**src/tmr_consts.svh**
```systemverilog
// Register offsets, field positions, reset values and fixed read values of the timer channel.
// Assumes it is included by bare name from the package and the timer module.
`ifndef TMR_CONSTS_SVH
`define TMR_CONSTS_SVH

// Byte offsets of the APB registers.
`define TMR_OFF_CTRL 8'h00
`define TMR_OFF_RELOAD 8'h04
`define TMR_OFF_COUNT 8'h08
`define TMR_OFF_STATUS 8'h0c
`define TMR_OFF_MASK 8'h10

// Control register fields.
`define TMR_CTRL_START 0
`define TMR_CTRL_MODE_LO 1
`define TMR_CTRL_MODE_HI 2
`define TMR_CTRL_FREE 3
`define TMR_CTRL_UP 4

// Status and mask register field.
`define TMR_ST_IRQ 0

// Reset values.
`define TMR_RST_CNT 16'h0000
`define TMR_RST_RELOAD 16'h0000
`define TMR_RST_PRE 8'h00

// Counter limits and values returned by a read at the reload instant.
`define TMR_CNT_ZERO 16'h0000
`define TMR_CNT_ONES 16'hffff
`define TMR_RD_RELOAD_TIMER 16'h0fff
`define TMR_RD_RELOAD_UNDER 16'hffff
`define TMR_RD_RELOAD_OVER 16'h0000

`endif

```
**src/tmr_pkg.sv**
```systemverilog
// Types shared by the timer channel and its bench.
// Assumes tmr_consts.svh sits in the same folder.
`default_nettype none

package tmr_pkg;
    `include "tmr_consts.svh"

    // Operating modes, coded as in the control register mode field.
    typedef enum logic [1:0] {
        TMR_MODE_TIMER = 2'b00,
        TMR_MODE_EVENT = 2'b01,
        TMR_MODE_ONESHOT = 2'b10,
        TMR_MODE_PWM = 2'b11
    } tmr_mode_t;

    // Counting state of the channel.
    typedef enum logic {
        TMR_ST_IDLE = 1'b0,
        TMR_ST_RUN = 1'b1
    } tmr_state_t;

    // APB request from the master.
    typedef struct packed {
        logic psel;
        logic penable;
        logic pwrite;
        logic [7:0] paddr;
        logic [31:0] pwdata;
    } tmr_apb_req_t;

    // APB answer from the slave.
    typedef struct packed {
        logic pready;
        logic pslverr;
        logic [31:0] prdata;
    } tmr_apb_rsp_t;
endpackage

`default_nettype wire

```
**src/tmr_channel.sv**
```systemverilog
// Multi-mode 16-bit reload timer channel with an APB register port and one level interrupt.
// Assumes one 40 MHz clock, an asynchronous active-high reset and an event pin from the board.
//
// Behaviour
// A counter read while counting returns the live counter value, except at a timer or event reload instant.
// In timer mode a read at the reload instant returns the fixed value 0fff.
// In event mode a reload read returns ffff on underflow, 0000 on overflow.
// Writing the counter while halted makes the next read return that written value.
// Software rewrites the counter after stopping a free-running event count.
// One-shot abort by clearing start halts the counter and loads the reload value.
// One-shot abort drives the timer output pin low.
// One-shot abort sets the interrupt request flag.
// Entering one-shot first after reset, or from timer or event mode, sets the flag.
// Entering PWM first after reset, or from timer or event mode, sets the flag.
// Software clears the interrupt request flag after such a mode change.
// In PWM mode clearing start stops the counter.
// A PWM stop while the pin is high drives it low and sets the flag.
// A PWM stop while the pin is low keeps it low and leaves the flag alone.
// Software writes ff to the reserved system addresses at initialisation.
// The interrupt request flag stays set until software clears it.
`default_nettype none
`include "tmr_consts.svh"

module tmr_channel
    import tmr_pkg::*;
#(
    parameter int PRESCALE = 1
) (
    input wire logic clk_sys_i,
    input wire logic rst_i,
    input wire tmr_pkg::tmr_apb_req_t apb_i,
    output tmr_pkg::tmr_apb_rsp_t apb_o,
    input wire logic event_pin_i,
    output logic timer_channel_output_pin_o,
    output logic irq_o
);
    import tmr_pkg::*;

    // The prescaler counter is eight bits wide, so larger divisions are refused at elaboration.
    if (PRESCALE < 1 || PRESCALE > 256) begin
        $error("PRESCALE must lie between 1 and 256");
    end

    localparam logic [7:0] PRE_LAST = 8'(PRESCALE - 1);

    tmr_state_t state_reg;
    tmr_mode_t mode_reg;
    logic free_reg;
    logic up_reg;
    logic mode_chosen_reg;
    logic [15:0] cnt_reg;
    logic [15:0] reload_reg;
    logic [7:0] pre_reg;
    logic status_reg;
    logic mask_reg;
    logic out_reg;
    logic ev_meta_reg;
    logic ev_sync_reg;
    logic ev_prev_reg;
    logic pready_reg;
    logic pslverr_reg;
    logic [31:0] prdata_reg;

    logic tick;
    logic ev_edge;
    logic step;
    logic at_zero;
    logic at_ones;
    logic reload_evt;
    logic underflow;
    logic [15:0] cnt_step;
    logic pwm_out_next;
    logic setup;
    logic access;
    logic wr;
    logic wr_ctrl;
    logic wr_reload;
    logic wr_count;
    logic wr_status;
    logic wr_mask;
    logic mapped;
    tmr_mode_t new_mode;
    logic new_start;
    logic stop_req;
    logic start_req;
    logic os_abort;
    logic os_done;
    logic pwm_stop;
    logic pwm_fall;
    logic mode_irq;
    logic irq_set;
    logic [15:0] count_view;

    // Prescaler: one-cycle tick that paces timer, one-shot and PWM counting.
    always_ff @(posedge clk_sys_i or posedge rst_i) begin
        if (rst_i) begin
            pre_reg <= `TMR_RST_PRE;
        end else if (pre_reg == PRE_LAST) begin
            pre_reg <= `TMR_RST_PRE;
        end else begin
            pre_reg <= pre_reg + 8'h01;
        end
    end

    assign tick = (pre_reg == PRE_LAST);

    // Event pin passes three flip-flops; only the second and later stages feed the edge detector.
    always_ff @(posedge clk_sys_i or posedge rst_i) begin
        if (rst_i) begin
            ev_meta_reg <= 1'b0;
            ev_sync_reg <= 1'b0;
            ev_prev_reg <= 1'b0;
        end else begin
            ev_meta_reg <= event_pin_i;
            ev_sync_reg <= ev_meta_reg;
            ev_prev_reg <= ev_sync_reg;
        end
    end

    assign ev_edge = ev_sync_reg & ~ev_prev_reg;

    // APB decode; a write takes effect in the access cycle in which pready is high.
    assign setup = apb_i.psel & ~apb_i.penable;
    assign access = apb_i.psel & apb_i.penable & pready_reg;
    assign wr = access & apb_i.pwrite;
    assign wr_ctrl = wr & (apb_i.paddr == `TMR_OFF_CTRL);
    assign wr_reload = wr & (apb_i.paddr == `TMR_OFF_RELOAD);
    assign wr_count = wr & (apb_i.paddr == `TMR_OFF_COUNT);
    assign wr_status = wr & (apb_i.paddr == `TMR_OFF_STATUS);
    assign wr_mask = wr & (apb_i.paddr == `TMR_OFF_MASK);
    assign mapped = (apb_i.paddr == `TMR_OFF_CTRL) || (apb_i.paddr == `TMR_OFF_RELOAD) ||
                    (apb_i.paddr == `TMR_OFF_COUNT) || (apb_i.paddr == `TMR_OFF_STATUS) ||
                    (apb_i.paddr == `TMR_OFF_MASK);

    assign new_mode = tmr_mode_t'(apb_i.pwdata[`TMR_CTRL_MODE_HI:`TMR_CTRL_MODE_LO]);
    assign new_start = apb_i.pwdata[`TMR_CTRL_START];
    assign stop_req = wr_ctrl & ~new_start & (state_reg == TMR_ST_RUN);
    assign start_req = wr_ctrl & new_start & (state_reg == TMR_ST_IDLE);

    // Counting step and reload detection for the current mode.
    always_comb begin
        step = 1'b0;
        underflow = 1'b0;
        reload_evt = 1'b0;
        at_zero = (cnt_reg == `TMR_CNT_ZERO);
        at_ones = (cnt_reg == `TMR_CNT_ONES);
        if (state_reg == TMR_ST_RUN) begin
            step = (mode_reg == TMR_MODE_EVENT) ? ev_edge : tick;
        end
        case (mode_reg)
            TMR_MODE_TIMER: begin
                reload_evt = step & at_zero;
                underflow = reload_evt;
            end
            TMR_MODE_EVENT: begin
                underflow = step & ~up_reg & at_zero;
                reload_evt = underflow | (step & up_reg & at_ones);
            end
            TMR_MODE_ONESHOT: begin
                reload_evt = step & at_zero;
                underflow = reload_evt;
            end
            TMR_MODE_PWM: begin
                reload_evt = step & at_ones;
            end
            default: begin
                reload_evt = 1'b0;
            end
        endcase
    end

    // PWM counts up; timer, one-shot and down event counting count down.
    assign cnt_step = ((mode_reg == TMR_MODE_PWM) || ((mode_reg == TMR_MODE_EVENT) && up_reg)) ?
                      cnt_reg + 16'h0001 : cnt_reg - 16'h0001;
    assign pwm_out_next = (cnt_step < reload_reg);

    assign os_abort = stop_req & (mode_reg == TMR_MODE_ONESHOT);
    assign os_done = reload_evt & (mode_reg == TMR_MODE_ONESHOT) & ~stop_req;
    assign pwm_stop = stop_req & (mode_reg == TMR_MODE_PWM);
    assign pwm_fall = step & (mode_reg == TMR_MODE_PWM) & out_reg & ~pwm_out_next & ~stop_req;

    // A mode write into one-shot or PWM raises the flag when it is the first choice since
    // reset or when it leaves timer or event mode.
    assign mode_irq = wr_ctrl &
                      ((new_mode == TMR_MODE_ONESHOT) || (new_mode == TMR_MODE_PWM)) &
                      (~mode_chosen_reg || (mode_reg == TMR_MODE_TIMER) ||
                       (mode_reg == TMR_MODE_EVENT));

    // Events that raise the interrupt request flag.
    assign irq_set = os_abort |
                     (pwm_stop & out_reg) |
                     mode_irq |
                     os_done | pwm_fall |
                     (reload_evt & ((mode_reg == TMR_MODE_TIMER) ||
                                    (mode_reg == TMR_MODE_EVENT)));

    // Control register: mode, start, free-run and direction; one-shot completion ends a run.
    always_ff @(posedge clk_sys_i or posedge rst_i) begin
        if (rst_i) begin
            mode_reg <= TMR_MODE_TIMER;
            free_reg <= 1'b0;
            up_reg <= 1'b0;
            mode_chosen_reg <= 1'b0;
        end else if (wr_ctrl) begin
            mode_reg <= new_mode;
            free_reg <= apb_i.pwdata[`TMR_CTRL_FREE];
            up_reg <= apb_i.pwdata[`TMR_CTRL_UP];
            mode_chosen_reg <= 1'b1;
        end
    end

    // Run state follows the start flag; clearing it stops every mode at once.
    always_ff @(posedge clk_sys_i or posedge rst_i) begin
        if (rst_i) begin
            state_reg <= TMR_ST_IDLE;
        end else if (stop_req) begin
            state_reg <= TMR_ST_IDLE;
        end else if (start_req) begin
            state_reg <= TMR_ST_RUN;
        end else if (os_done) begin
            state_reg <= TMR_ST_IDLE;
        end
    end

    // Reload register; a counter write also lands here so a later reload reuses it.
    always_ff @(posedge clk_sys_i or posedge rst_i) begin
        if (rst_i) begin
            reload_reg <= `TMR_RST_RELOAD;
        end else if (wr_reload || wr_count) begin
            reload_reg <= apb_i.pwdata[15:0];
        end
    end

    // Counter. Software writes win only while halted, so a running count is never disturbed.
    always_ff @(posedge clk_sys_i or posedge rst_i) begin
        if (rst_i) begin
            cnt_reg <= `TMR_RST_CNT;
        end else if (wr_count && (state_reg == TMR_ST_IDLE)) begin
            cnt_reg <= apb_i.pwdata[15:0];
        end else if (os_abort) begin
            cnt_reg <= reload_reg;
        end else if (start_req && (new_mode == TMR_MODE_ONESHOT)) begin
            cnt_reg <= reload_reg;
        end else if (start_req && (new_mode == TMR_MODE_PWM)) begin
            cnt_reg <= `TMR_CNT_ZERO;
        end else if (reload_evt && (mode_reg == TMR_MODE_PWM)) begin
            cnt_reg <= `TMR_CNT_ZERO;
        end else if (reload_evt && !((mode_reg == TMR_MODE_EVENT) && free_reg)) begin
            cnt_reg <= reload_reg;
        end else if (step && !stop_req) begin
            cnt_reg <= cnt_step; // Free-running event counting simply wraps.
        end
    end

    // Timer output pin: high while a one-shot runs, the PWM level in PWM mode, else low.
    always_ff @(posedge clk_sys_i or posedge rst_i) begin
        if (rst_i) begin
            out_reg <= 1'b0;
        end else if (os_abort) begin
            out_reg <= 1'b0;
        end else if (pwm_stop) begin
            out_reg <= 1'b0;
        end else if (start_req && (new_mode == TMR_MODE_ONESHOT)) begin
            out_reg <= 1'b1;
        end else if (start_req && (new_mode == TMR_MODE_PWM)) begin
            out_reg <= (`TMR_CNT_ZERO < reload_reg);
        end else if (os_done) begin
            out_reg <= 1'b0;
        end else if (step && (mode_reg == TMR_MODE_PWM)) begin
            out_reg <= pwm_out_next;
        end else if (wr_ctrl && (new_mode != TMR_MODE_ONESHOT) && (new_mode != TMR_MODE_PWM)) begin
            out_reg <= 1'b0;
        end
    end

    // Interrupt request flag: write one to clear; a set in the same cycle wins over the clear.
    always_ff @(posedge clk_sys_i or posedge rst_i) begin
        if (rst_i) begin
            status_reg <= 1'b0;
        end else if (irq_set) begin
            status_reg <= 1'b1;
        end else if (wr_status && apb_i.pwdata[`TMR_ST_IRQ]) begin
            status_reg <= 1'b0;
        end
    end

    // Interrupt mask and the registered level interrupt output.
    always_ff @(posedge clk_sys_i or posedge rst_i) begin
        if (rst_i) begin
            mask_reg <= 1'b0;
            irq_o <= 1'b0;
        end else begin
            if (wr_mask) begin
                mask_reg <= apb_i.pwdata[`TMR_ST_IRQ];
            end
            irq_o <= status_reg & mask_reg;
        end
    end

    // Counter view for reads; a timer or event reload instant shows a fixed value instead of the live count.
    always_comb begin
        count_view = cnt_reg;
        if (reload_evt && (mode_reg == TMR_MODE_TIMER)) begin
            count_view = `TMR_RD_RELOAD_TIMER;
        end else if (reload_evt && (mode_reg == TMR_MODE_EVENT)) begin
            count_view = underflow ? `TMR_RD_RELOAD_UNDER : `TMR_RD_RELOAD_OVER;
        end
    end

    // APB answer: read data is captured in the setup cycle and the access ends on its first
    // cycle, so every transfer takes exactly two cycles. Unmapped addresses answer pslverr.
    always_ff @(posedge clk_sys_i or posedge rst_i) begin
        if (rst_i) begin
            pready_reg <= 1'b0;
            pslverr_reg <= 1'b0;
            prdata_reg <= 32'h0000_0000;
        end else if (setup) begin
            pready_reg <= 1'b1;
            pslverr_reg <= ~mapped;
            prdata_reg <= 32'h0000_0000;
            if (!apb_i.pwrite) begin
                case (apb_i.paddr)
                    `TMR_OFF_CTRL: begin
                        prdata_reg <= {27'h0000000, up_reg, free_reg, mode_reg,
                                       (state_reg == TMR_ST_RUN)};
                    end
                    `TMR_OFF_RELOAD: begin
                        prdata_reg <= {16'h0000, reload_reg};
                    end
                    `TMR_OFF_COUNT: begin
                        prdata_reg <= {16'h0000, count_view};
                    end
                    `TMR_OFF_STATUS: begin
                        prdata_reg <= {31'h00000000, status_reg};
                    end
                    `TMR_OFF_MASK: begin
                        prdata_reg <= {31'h00000000, mask_reg};
                    end
                    default: begin
                        prdata_reg <= 32'h0000_0000;
                    end
                endcase
            end
        end else begin
            pready_reg <= 1'b0;
            pslverr_reg <= 1'b0;
        end
    end

    assign apb_o.pready = pready_reg;
    assign apb_o.pslverr = pslverr_reg;
    assign apb_o.prdata = prdata_reg;
    assign timer_channel_output_pin_o = out_reg;
endmodule

`default_nettype wire

```
**config.mk**
```make
export PLATFORM = sky130hd
export DESIGN_NAME = tmr_channel
export DESIGN_NICKNAME = d
export VERILOG_FILES = /design/src/tmr_pkg.sv /design/src/tmr_channel.sv
export VERILOG_INCLUDE_DIRS = /design/src
export SDC_FILE = /design/constraint.sdc
export NUM_CORES = 1
export LEC_CHECK = 0
export BUFFER_PORTS_ARGS = -buffer_cell sky130_fd_sc_hd__buf_2
export CAP_MARGIN = 10
export CORE_ASPECT_RATIO = 1.75
export CORE_MARGIN = 2
export CORE_UTILIZATION = 24
export CTS_BUF_LIST = sky130_fd_sc_hd__clkbuf_16
export DETAILED_ROUTE_END_ITERATION = 10
export GPL_TIMING_DRIVEN = 0
export PLACE_DENSITY = 0.46
export SLEW_MARGIN = 20
export SYNTH_ARGS = -nofsm -noshare
export SYNTH_HDL_FRONTEND = slang
export SYNTH_SLANG_ARGS = --single-unit
export TNS_END_PERCENT = 50
```
**constraint.sdc**
```tcl
create_clock -name clk_sys_i -period 6.45 [get_ports clk_sys_i]
set_input_delay 1.6125 -clock clk_sys_i [delete_from_list [all_inputs] [get_ports clk_sys_i]]
set_output_delay 1.6125 -clock clk_sys_i [all_outputs]
set_load 0.05 [all_outputs]
```
==> results of run 1 <==
-- report_power, final --
group          total [uW]  switching, uW  internal, uW
sequential            488           20.9           467
combinational         581            343           238
clock                 617            202           415
-- worst min path at each step --
stage | from | to | depth (start not counted)
2_1_floorplan | ev_meta_reg | ev_sync_reg | 0
3_3_place_gp | ev_meta_reg | ev_sync_reg | 0
3_5_place_dp | ev_meta_reg | ev_sync_reg | 0
4_1_cts | ev_meta_reg | ev_sync_reg | 0
5_1_grt | ev_meta_reg | ev_sync_reg | 0
6_report | ev_meta_reg | ev_sync_reg | 0
-- layer usage --
metal	vias up	GRT usage	part of all wire
li1	1954	-	-
met1	2028	0.154	0.36
met2	127	0.303	0.57
met3	19	0.0241	0.043
met4	0	0.0857	0.026
met5	-	0	0
-- through the flow --
stage	setup slack (ns)	utilization	hold WS [ns]
final	2.44	0.297	0.345
after global routing	2.17	0.297	0.355
after CTS	2.44	0.297	0.348
after detailed placement	2.47	0.278	0.336
after global placement	2.01	0.277	0.337
after floorplan	3.04	-	0.331
-- cell usage in the layout (no fill, tap or decap), drive strengths merged, types with 14 or more instances in the layout --
| master | count |
|---|---|
| mux2 | 21 |
| nand2 | 29 |
| inv | 28 |
| a21oi | 40 |
| o22ai | 14 |
| nor2 | 23 |
| xnor2 | 16 |
| ha | 20 |
| nand3 | 23 |
| dfrtp | 71 |
| clkbuf | 16 |
| conb | 16 |
| o21ai | 31 |
| buf | 90 |
| a22oi | 28 |
-- cells by family after synthesis --
| kind of cell | synth area share |
|---|---|
| XOR/XNOR | 0.0427 |
| adder cells (fa/ha/maj) | 0.0531 |
| buffers and inverters | 0.0873 |
| other | 0.000795 |
| multiplexers | 0.0523 |
| AO/OA/AOI/OAI | 0.228 |
| AND/OR/NAND/NOR | 0.160 |
| flip-flops | 0.377 |
-- cell type report --
type,instances,area share
clock buffers,9,0.0395
multi-input cells,364,0.453
clock inverters,7,0.0239
inverters,27,0.0182
well taps,241,0.0528
flip-flops and latches,71,0.311
plain buffers,48,0.0544
repair buffers,49,0.0469
==> results.yml, run 1 <==
clocking:
  max-clock-path-buffers: 2
  clk_latency_ns: 0.35
  clock_sinks: 71
  numCtsBuffers: 9
  htree_levels: 3
  holdBufCountCts: 0
  post_cts_resized: 0
  cts_tree: "yes"
  post_cts_buffers: 0
  root_buffer: "clkbuf_16"
  clk_pin_slew_ns: 0.06
global_routing:
  grt_util_all_layers: 0.158
  grt_antenna_before_repair: 0
  grt_pass1_vias: 4338
  grt_pass1_wl_microns: 24300
  grt_start_max_net_pins: 51
  overflow: 0
placement:
  dpl-instance-area_sq_um: 5350
  hpwlAfterDp_microns: 12400
  dp_cells: 800
  gp_congestion: 0.941
  io_buffers: 48
synth:
  synth-edff-count: 0
  ys_async_sr_fraction: 1.00
  synth_cell_type_count: 66
  synth_seq_cells: 71
  netlist.area_leader.share: 0.377
  ys_dominant_reg_cell: "dfrtp_1"
  yosysMostFrequentCell: "dfrtp_1"
  synth_area_leaders: "dfrtp_1 (38%), ha_1 (5.3%), mux2_2 (5.0%), a22oi_1 (4.5%), a21oi_1 (3.5%)"
  synth_commonest_cells: "dfrtp_1 (71), a21oi_1 (33), nand2_1 (29)"
  synthesis.area_sq_um: 4720
  ys_seq_area_frac: 0.377
  netlist_instances: 495
  syn_area_per_cell_sq_um: 9.53
  synth_top_area_cell: "dfrtp_1"
  ys_warn_count: 0
sta:
  min_period_over_period: 0.621
  timing.fmax_mhz: 250
  max_slew_margin: 0.337
  tns_ns: 0
  tightest_slew_ns: 0.985
  finalHoldViolations: 0
  setup-violations-final: 0
  maxSlewViolCount: 0
  fin_crit_ns: 4.01
  rsz0062_at_grt: "no"
  finClkSkew_ns: 0.0113
setup_path:
  worstPathCellList: "buf_6, o21a_4, buf_2, xnor2_1, ha_1, nand2_1, nor4_1, a22o_1, a21oi_1, xnor2_1, ha_1, o21ai_0, a21oi_1, a211oi_1, o21ai_1, a211o_1"
  critPathMaxFanout: 10
  cp_slowest_cell: "a211oi_1"
  max_stage_delay_ns: 0.45
  cp-start-kind: "flip-flop"
  endpoint: "status_reg"
  r2r_cells: 16
  worstPathArrival_ns: 4.25
  cp_num_buf_inv: 2
  crit_cells: 16
  crit_path_end_kind: "flip-flop"
  crit_required_ns: 6.69
  rr_endpoint: "status_reg"
  r2r_setup_slack_ns: 2.44
  crit_family: "compound AO/OA/AOI/OAI gates"
  timing.critical_path.from: "mode_reg[1]"
  path_class: "reg -> reg"
  r2r-start: "mode_reg[1]"
floorplanning:
  ios: 82
  core_area_sq_um: 19200
  die_h_microns: 189
  start_util: 0.246
  die_w_microns: 110
  rows: 67
  die-area_sq_um: 20800
power_and_ir_drop:
  finalPower_uw: 1690
  ir_worst_vdd_mv: 0.133
  powerDensity_nw_per_um2: 295
  p_leak_uw: 0.00254
cells_and_area:
  seqCellArea_sq_um: 1780
  finalInstanceArea_sq_um: 5710
  stdcell_count: 816
  syn_to_final_growth_pct: 21.0
  antenna_cells: 0
  multi_input_area_sq_um: 2580
  layout-drive-gt1-share: 0.273
  nFillCells: 2015
  nets: 636
drt:
  wl_per_cell_microns: 19.4
  wirelength_microns: 15800
  vias: 4128
  drt_first_pass_iters: 4
  drc_errors: 0
  initialDrtViolationCount: 261
  avgViaCountPerCell: 5.06
  ant_nets: 0
flow_run:
  drv_cap: 0
worst_hold_path:
  min_path_type: "reg -> reg"
status:
  status: "completed"
Power figures use the tool's default switching activity.
==> run 2: changes to the inputs <==
Settings changed: ABC_AREA set to 1, PLACE_DENSITY 0.46 to 0.45.
Clock period 6.45 ns to 3.9 ns, I/O delays scaled along.
==> run 2 against run 1 <==
  * Design area up 14%
  * Routed wire length up 22%
  * Worst hold slack better by 0.0041 ns
  * Maximum frequency up 11%
  * Core utilization down 0.88 points
  * Area after synthesis up 16%
  * Sequential cell count unchanged
  * Sequential power up 57%
  * Power up 15%
  * Clock power up 55%
  * Combinational power down 63%
  * Final cell count up 46%
  * Critical path type unchanged
  * Critical endpoint is now timer_channel_output_pin_o
==> results.yml, run 2 <==
drt:
  avgViaCountPerCell: 4.44
  drc_errors: 0
  wl_per_cell_microns: 16.3
  vias: 5283
  wirelength_microns: 19400
  ant_nets: 0
  drt_first_pass_iters: 6
  initialDrtViolationCount: 247
synth:
  syn_area_per_cell_sq_um: 6.76
  synthSimpleGateAreaFrac: 0.335
  yosys.area_share.adder: 0.0458
  synth_top_family_by_area: "simple AND/OR/NAND/NOR gates"
  synth-edff-count: 0
  netlist.area_leader.share: 0.325
  synth_cell_type_count: 47
  netlist_instances: 808
  synth_top_area_cell: "dfrtp_1"
  ys_warn_count: 0
  synth_commonest_cells: "nand2_1 (248), inv_1 (101), dfrtp_1 (71)"
  synth_area_leaders: "dfrtp_1 (33%), nand2_1 (17%), inv_1 (6.9%), a21oi_1 (5.0%), ha_1 (4.6%)"
  synthesis.area_sq_um: 5470
  ys_seq_area_frac: 0.325
  synth_compound_area_frac: 0.147
  synth_mux_area_frac: 0
  synth_seq_cells: 71
  yosysMostFrequentCell: "nand2_1"
  synthXorXnorAreaFrac: 0.0172
  ys_async_sr_fraction: 1.00
  ys_dominant_reg_cell: "dfrtp_1"
worst_hold_path:
  hp-start: "ev_meta_reg"
  min_path_type: "reg -> reg"
  holdPathStages: 0
  whs_endpoint: "ev_sync_reg"
floorplanning:
  start_util: 0.242
  rows: 73
  core_area_sq_um: 22600
  die_h_microns: 204
  die-area_sq_um: 24000
  ios: 82
  die_w_microns: 118
setup_path:
  crit_path_end_kind: "flip-flop"
  worstPathArrival_ns: 3.86
  crit_required_ns: 4.14
  r2r_cells: 16
  rr_endpoint: "timer_channel_output_pin_o"
  cp-start-kind: "flip-flop"
  r2r_setup_slack_ns: 0.28
  r2r-start: "mode_reg[1]"
  path_class: "reg -> reg"
  critPathMaxFanout: 11
sta:
  min_period_over_period: 0.929
  timing.fmax_mhz: 276
  finalHoldViolations: 0
  max_slew_margin: 0.565
  maxSlewViolCount: 0
  hold_ws_ns: 0.349
  setup-violations-final: 0
  finClkSkew_ns: 0.00755
  fin_crit_ns: 3.62
  rsz0062_at_grt: "no"
  tns_ns: 0
  tightest_slew_ns: 0.653
cells_and_area:
  syn_to_final_growth_pct: 19.1
  stdcell_count: 1189
  layout_commonest_cell: "nand2_1"
  nets: 950
  final_cell_mix: "nand2_1 (248), inv_1 (100), dfrtp_1 (71), nor2_1 (60), buf_2 (58)"
  antenna_cells: 0
  layout-drive-gt1-share: 0.180
clocking:
  cts_tree: "yes"
  max-clock-path-buffers: 2
  holdBufCountCts: 0
  post_cts_buffers: 0
  clock_sinks: 71
  numCtsBuffers: 9
  clk_latency_ns: 0.36
  root_buffer: "clkbuf_16"
  htree_levels: 3
  clk_pin_slew_ns: 0.06
  post_cts_resized: 0
global_routing:
  grt_antenna_before_repair: 0
  grt_pass1_wl_microns: 30100
  grt_start_max_net_pins: 48
  overflow: 0
  grt_util_all_layers: 0.167
  grt_pass1_vias: 5354
power_and_ir_drop:
  powerDensity_nw_per_um2: 298
  netSwitchingFraction: 0.260
  p_clk_frac: 0.494
  switchingPower_uw: 504
  p_leak_uw: 0.00352
  ir_worst_vdd_mv: 0.170
  seqPwrFrac: 0.396
  pwr-share-comb: 0.110
  p_int_uw: 1440
placement:
  gp_congestion: 0.863
  hpwlAfterDp_microns: 15900
  io_buffers: 49
  dp_cells: 1173
flow_run:
  drv_cap: 0
status:
  status: "completed"
## run 2: worst max-delay path: stages (launching register included)
cell,delay [ns]
dfrtp_1,0.49
o21ai_2,0.35
buf_2,0.33
ha_1,0.34
a31o_2,0.26
o21bai_1,0.15
clkinv_1,0.06
nand3b_1,0.08
and2_1,0.17
ha_1,0.29
nand4_1,0.13
nor3_1,0.29
o21ai_0,0.23
nand3_1,0.12
o21ai_0,0.09
nand2_1,0.08
nand2_1,0.05
## run 2: metrics by stage
step / utilization / total power, uW / cell area [sq um] / setup slack, ns
after global routing: 0.289 / 2020 / 6510 / 0.00207
after global placement: 0.272 / 991 / 6140 / -0.115
after CTS: 0.289 / 1970 / 6510 / 0.217
after floorplan: - / 926 / 5520 / 1.10
final: 0.289 / 1940 / 6510 / 0.279
after detailed placement: 0.274 / 996 / 6170 / 0.237
## run 2: area by class of cell
| type | count | area, sq um |
|---|---|---|
| clock buffers | 9 | 225 |
| inverters | 118 | 450 |
| fillers | 2580 | 16100 |
| plain buffers | 38 | 259 |
| repair buffers | 50 | 273 |
| well taps | 300 | 375 |
| flip-flops and latches | 71 | 1780 |
| clock inverters | 7 | 111 |
| multi-input cells | 596 | 3040 |
## run 2: power by group through the flow
| stage | logic, uW | clock network [uW] | registers [uW] |
|---|---|---|---|
| after CTS | 216 | 987 | 767 |
| after global placement | 210 | 0 | 781 |
| final | 213 | 959 | 768 |
| after detailed placement | 215 | 0 | 781 |
| after global routing | 237 | 1020 | 769 |
| after floorplan | 150 | 0 | 776 |
## run 2: cells by family after synthesis
family          Yosys count
xor+xnor                  9
flops                    71
fa+ha+maj                20
simple gates            407
other cells               1
buf+inv                 156
compound gates          144
## run 2: how the worst max path moves through the flow
| stage | startpoint | end | slack, ns | cells after the start |
|---|---|---|---|---|
| global placement | rst_i | cnt_reg[5] | -0.11 | 2 |
| finish | mode_reg[1] | timer_channel_output_pin_o | 0.28 | 16 |
| global route | mode_reg[1] | timer_channel_output_pin_o | 0.002 | 16 |
| CTS | mode_reg[1] | timer_channel_output_pin_o | 0.22 | 20 |
| detailed placement | mode_reg[1] | timer_channel_output_pin_o | 0.24 | 20 |
| floorplan | mode_reg[1] | timer_channel_output_pin_o | 1.10 | 15 |
## run 2: routing by layer
metal / share of wire / global-route usage / wire length [microns]
met5: 0 / 0 / 0
met4: 0.067 / 0.117 / 1290
met3: 0.025 / 0.0227 / 491
met2: 0.54 / 0.323 / 10500
met1: 0.36 / 0.159 / 7040
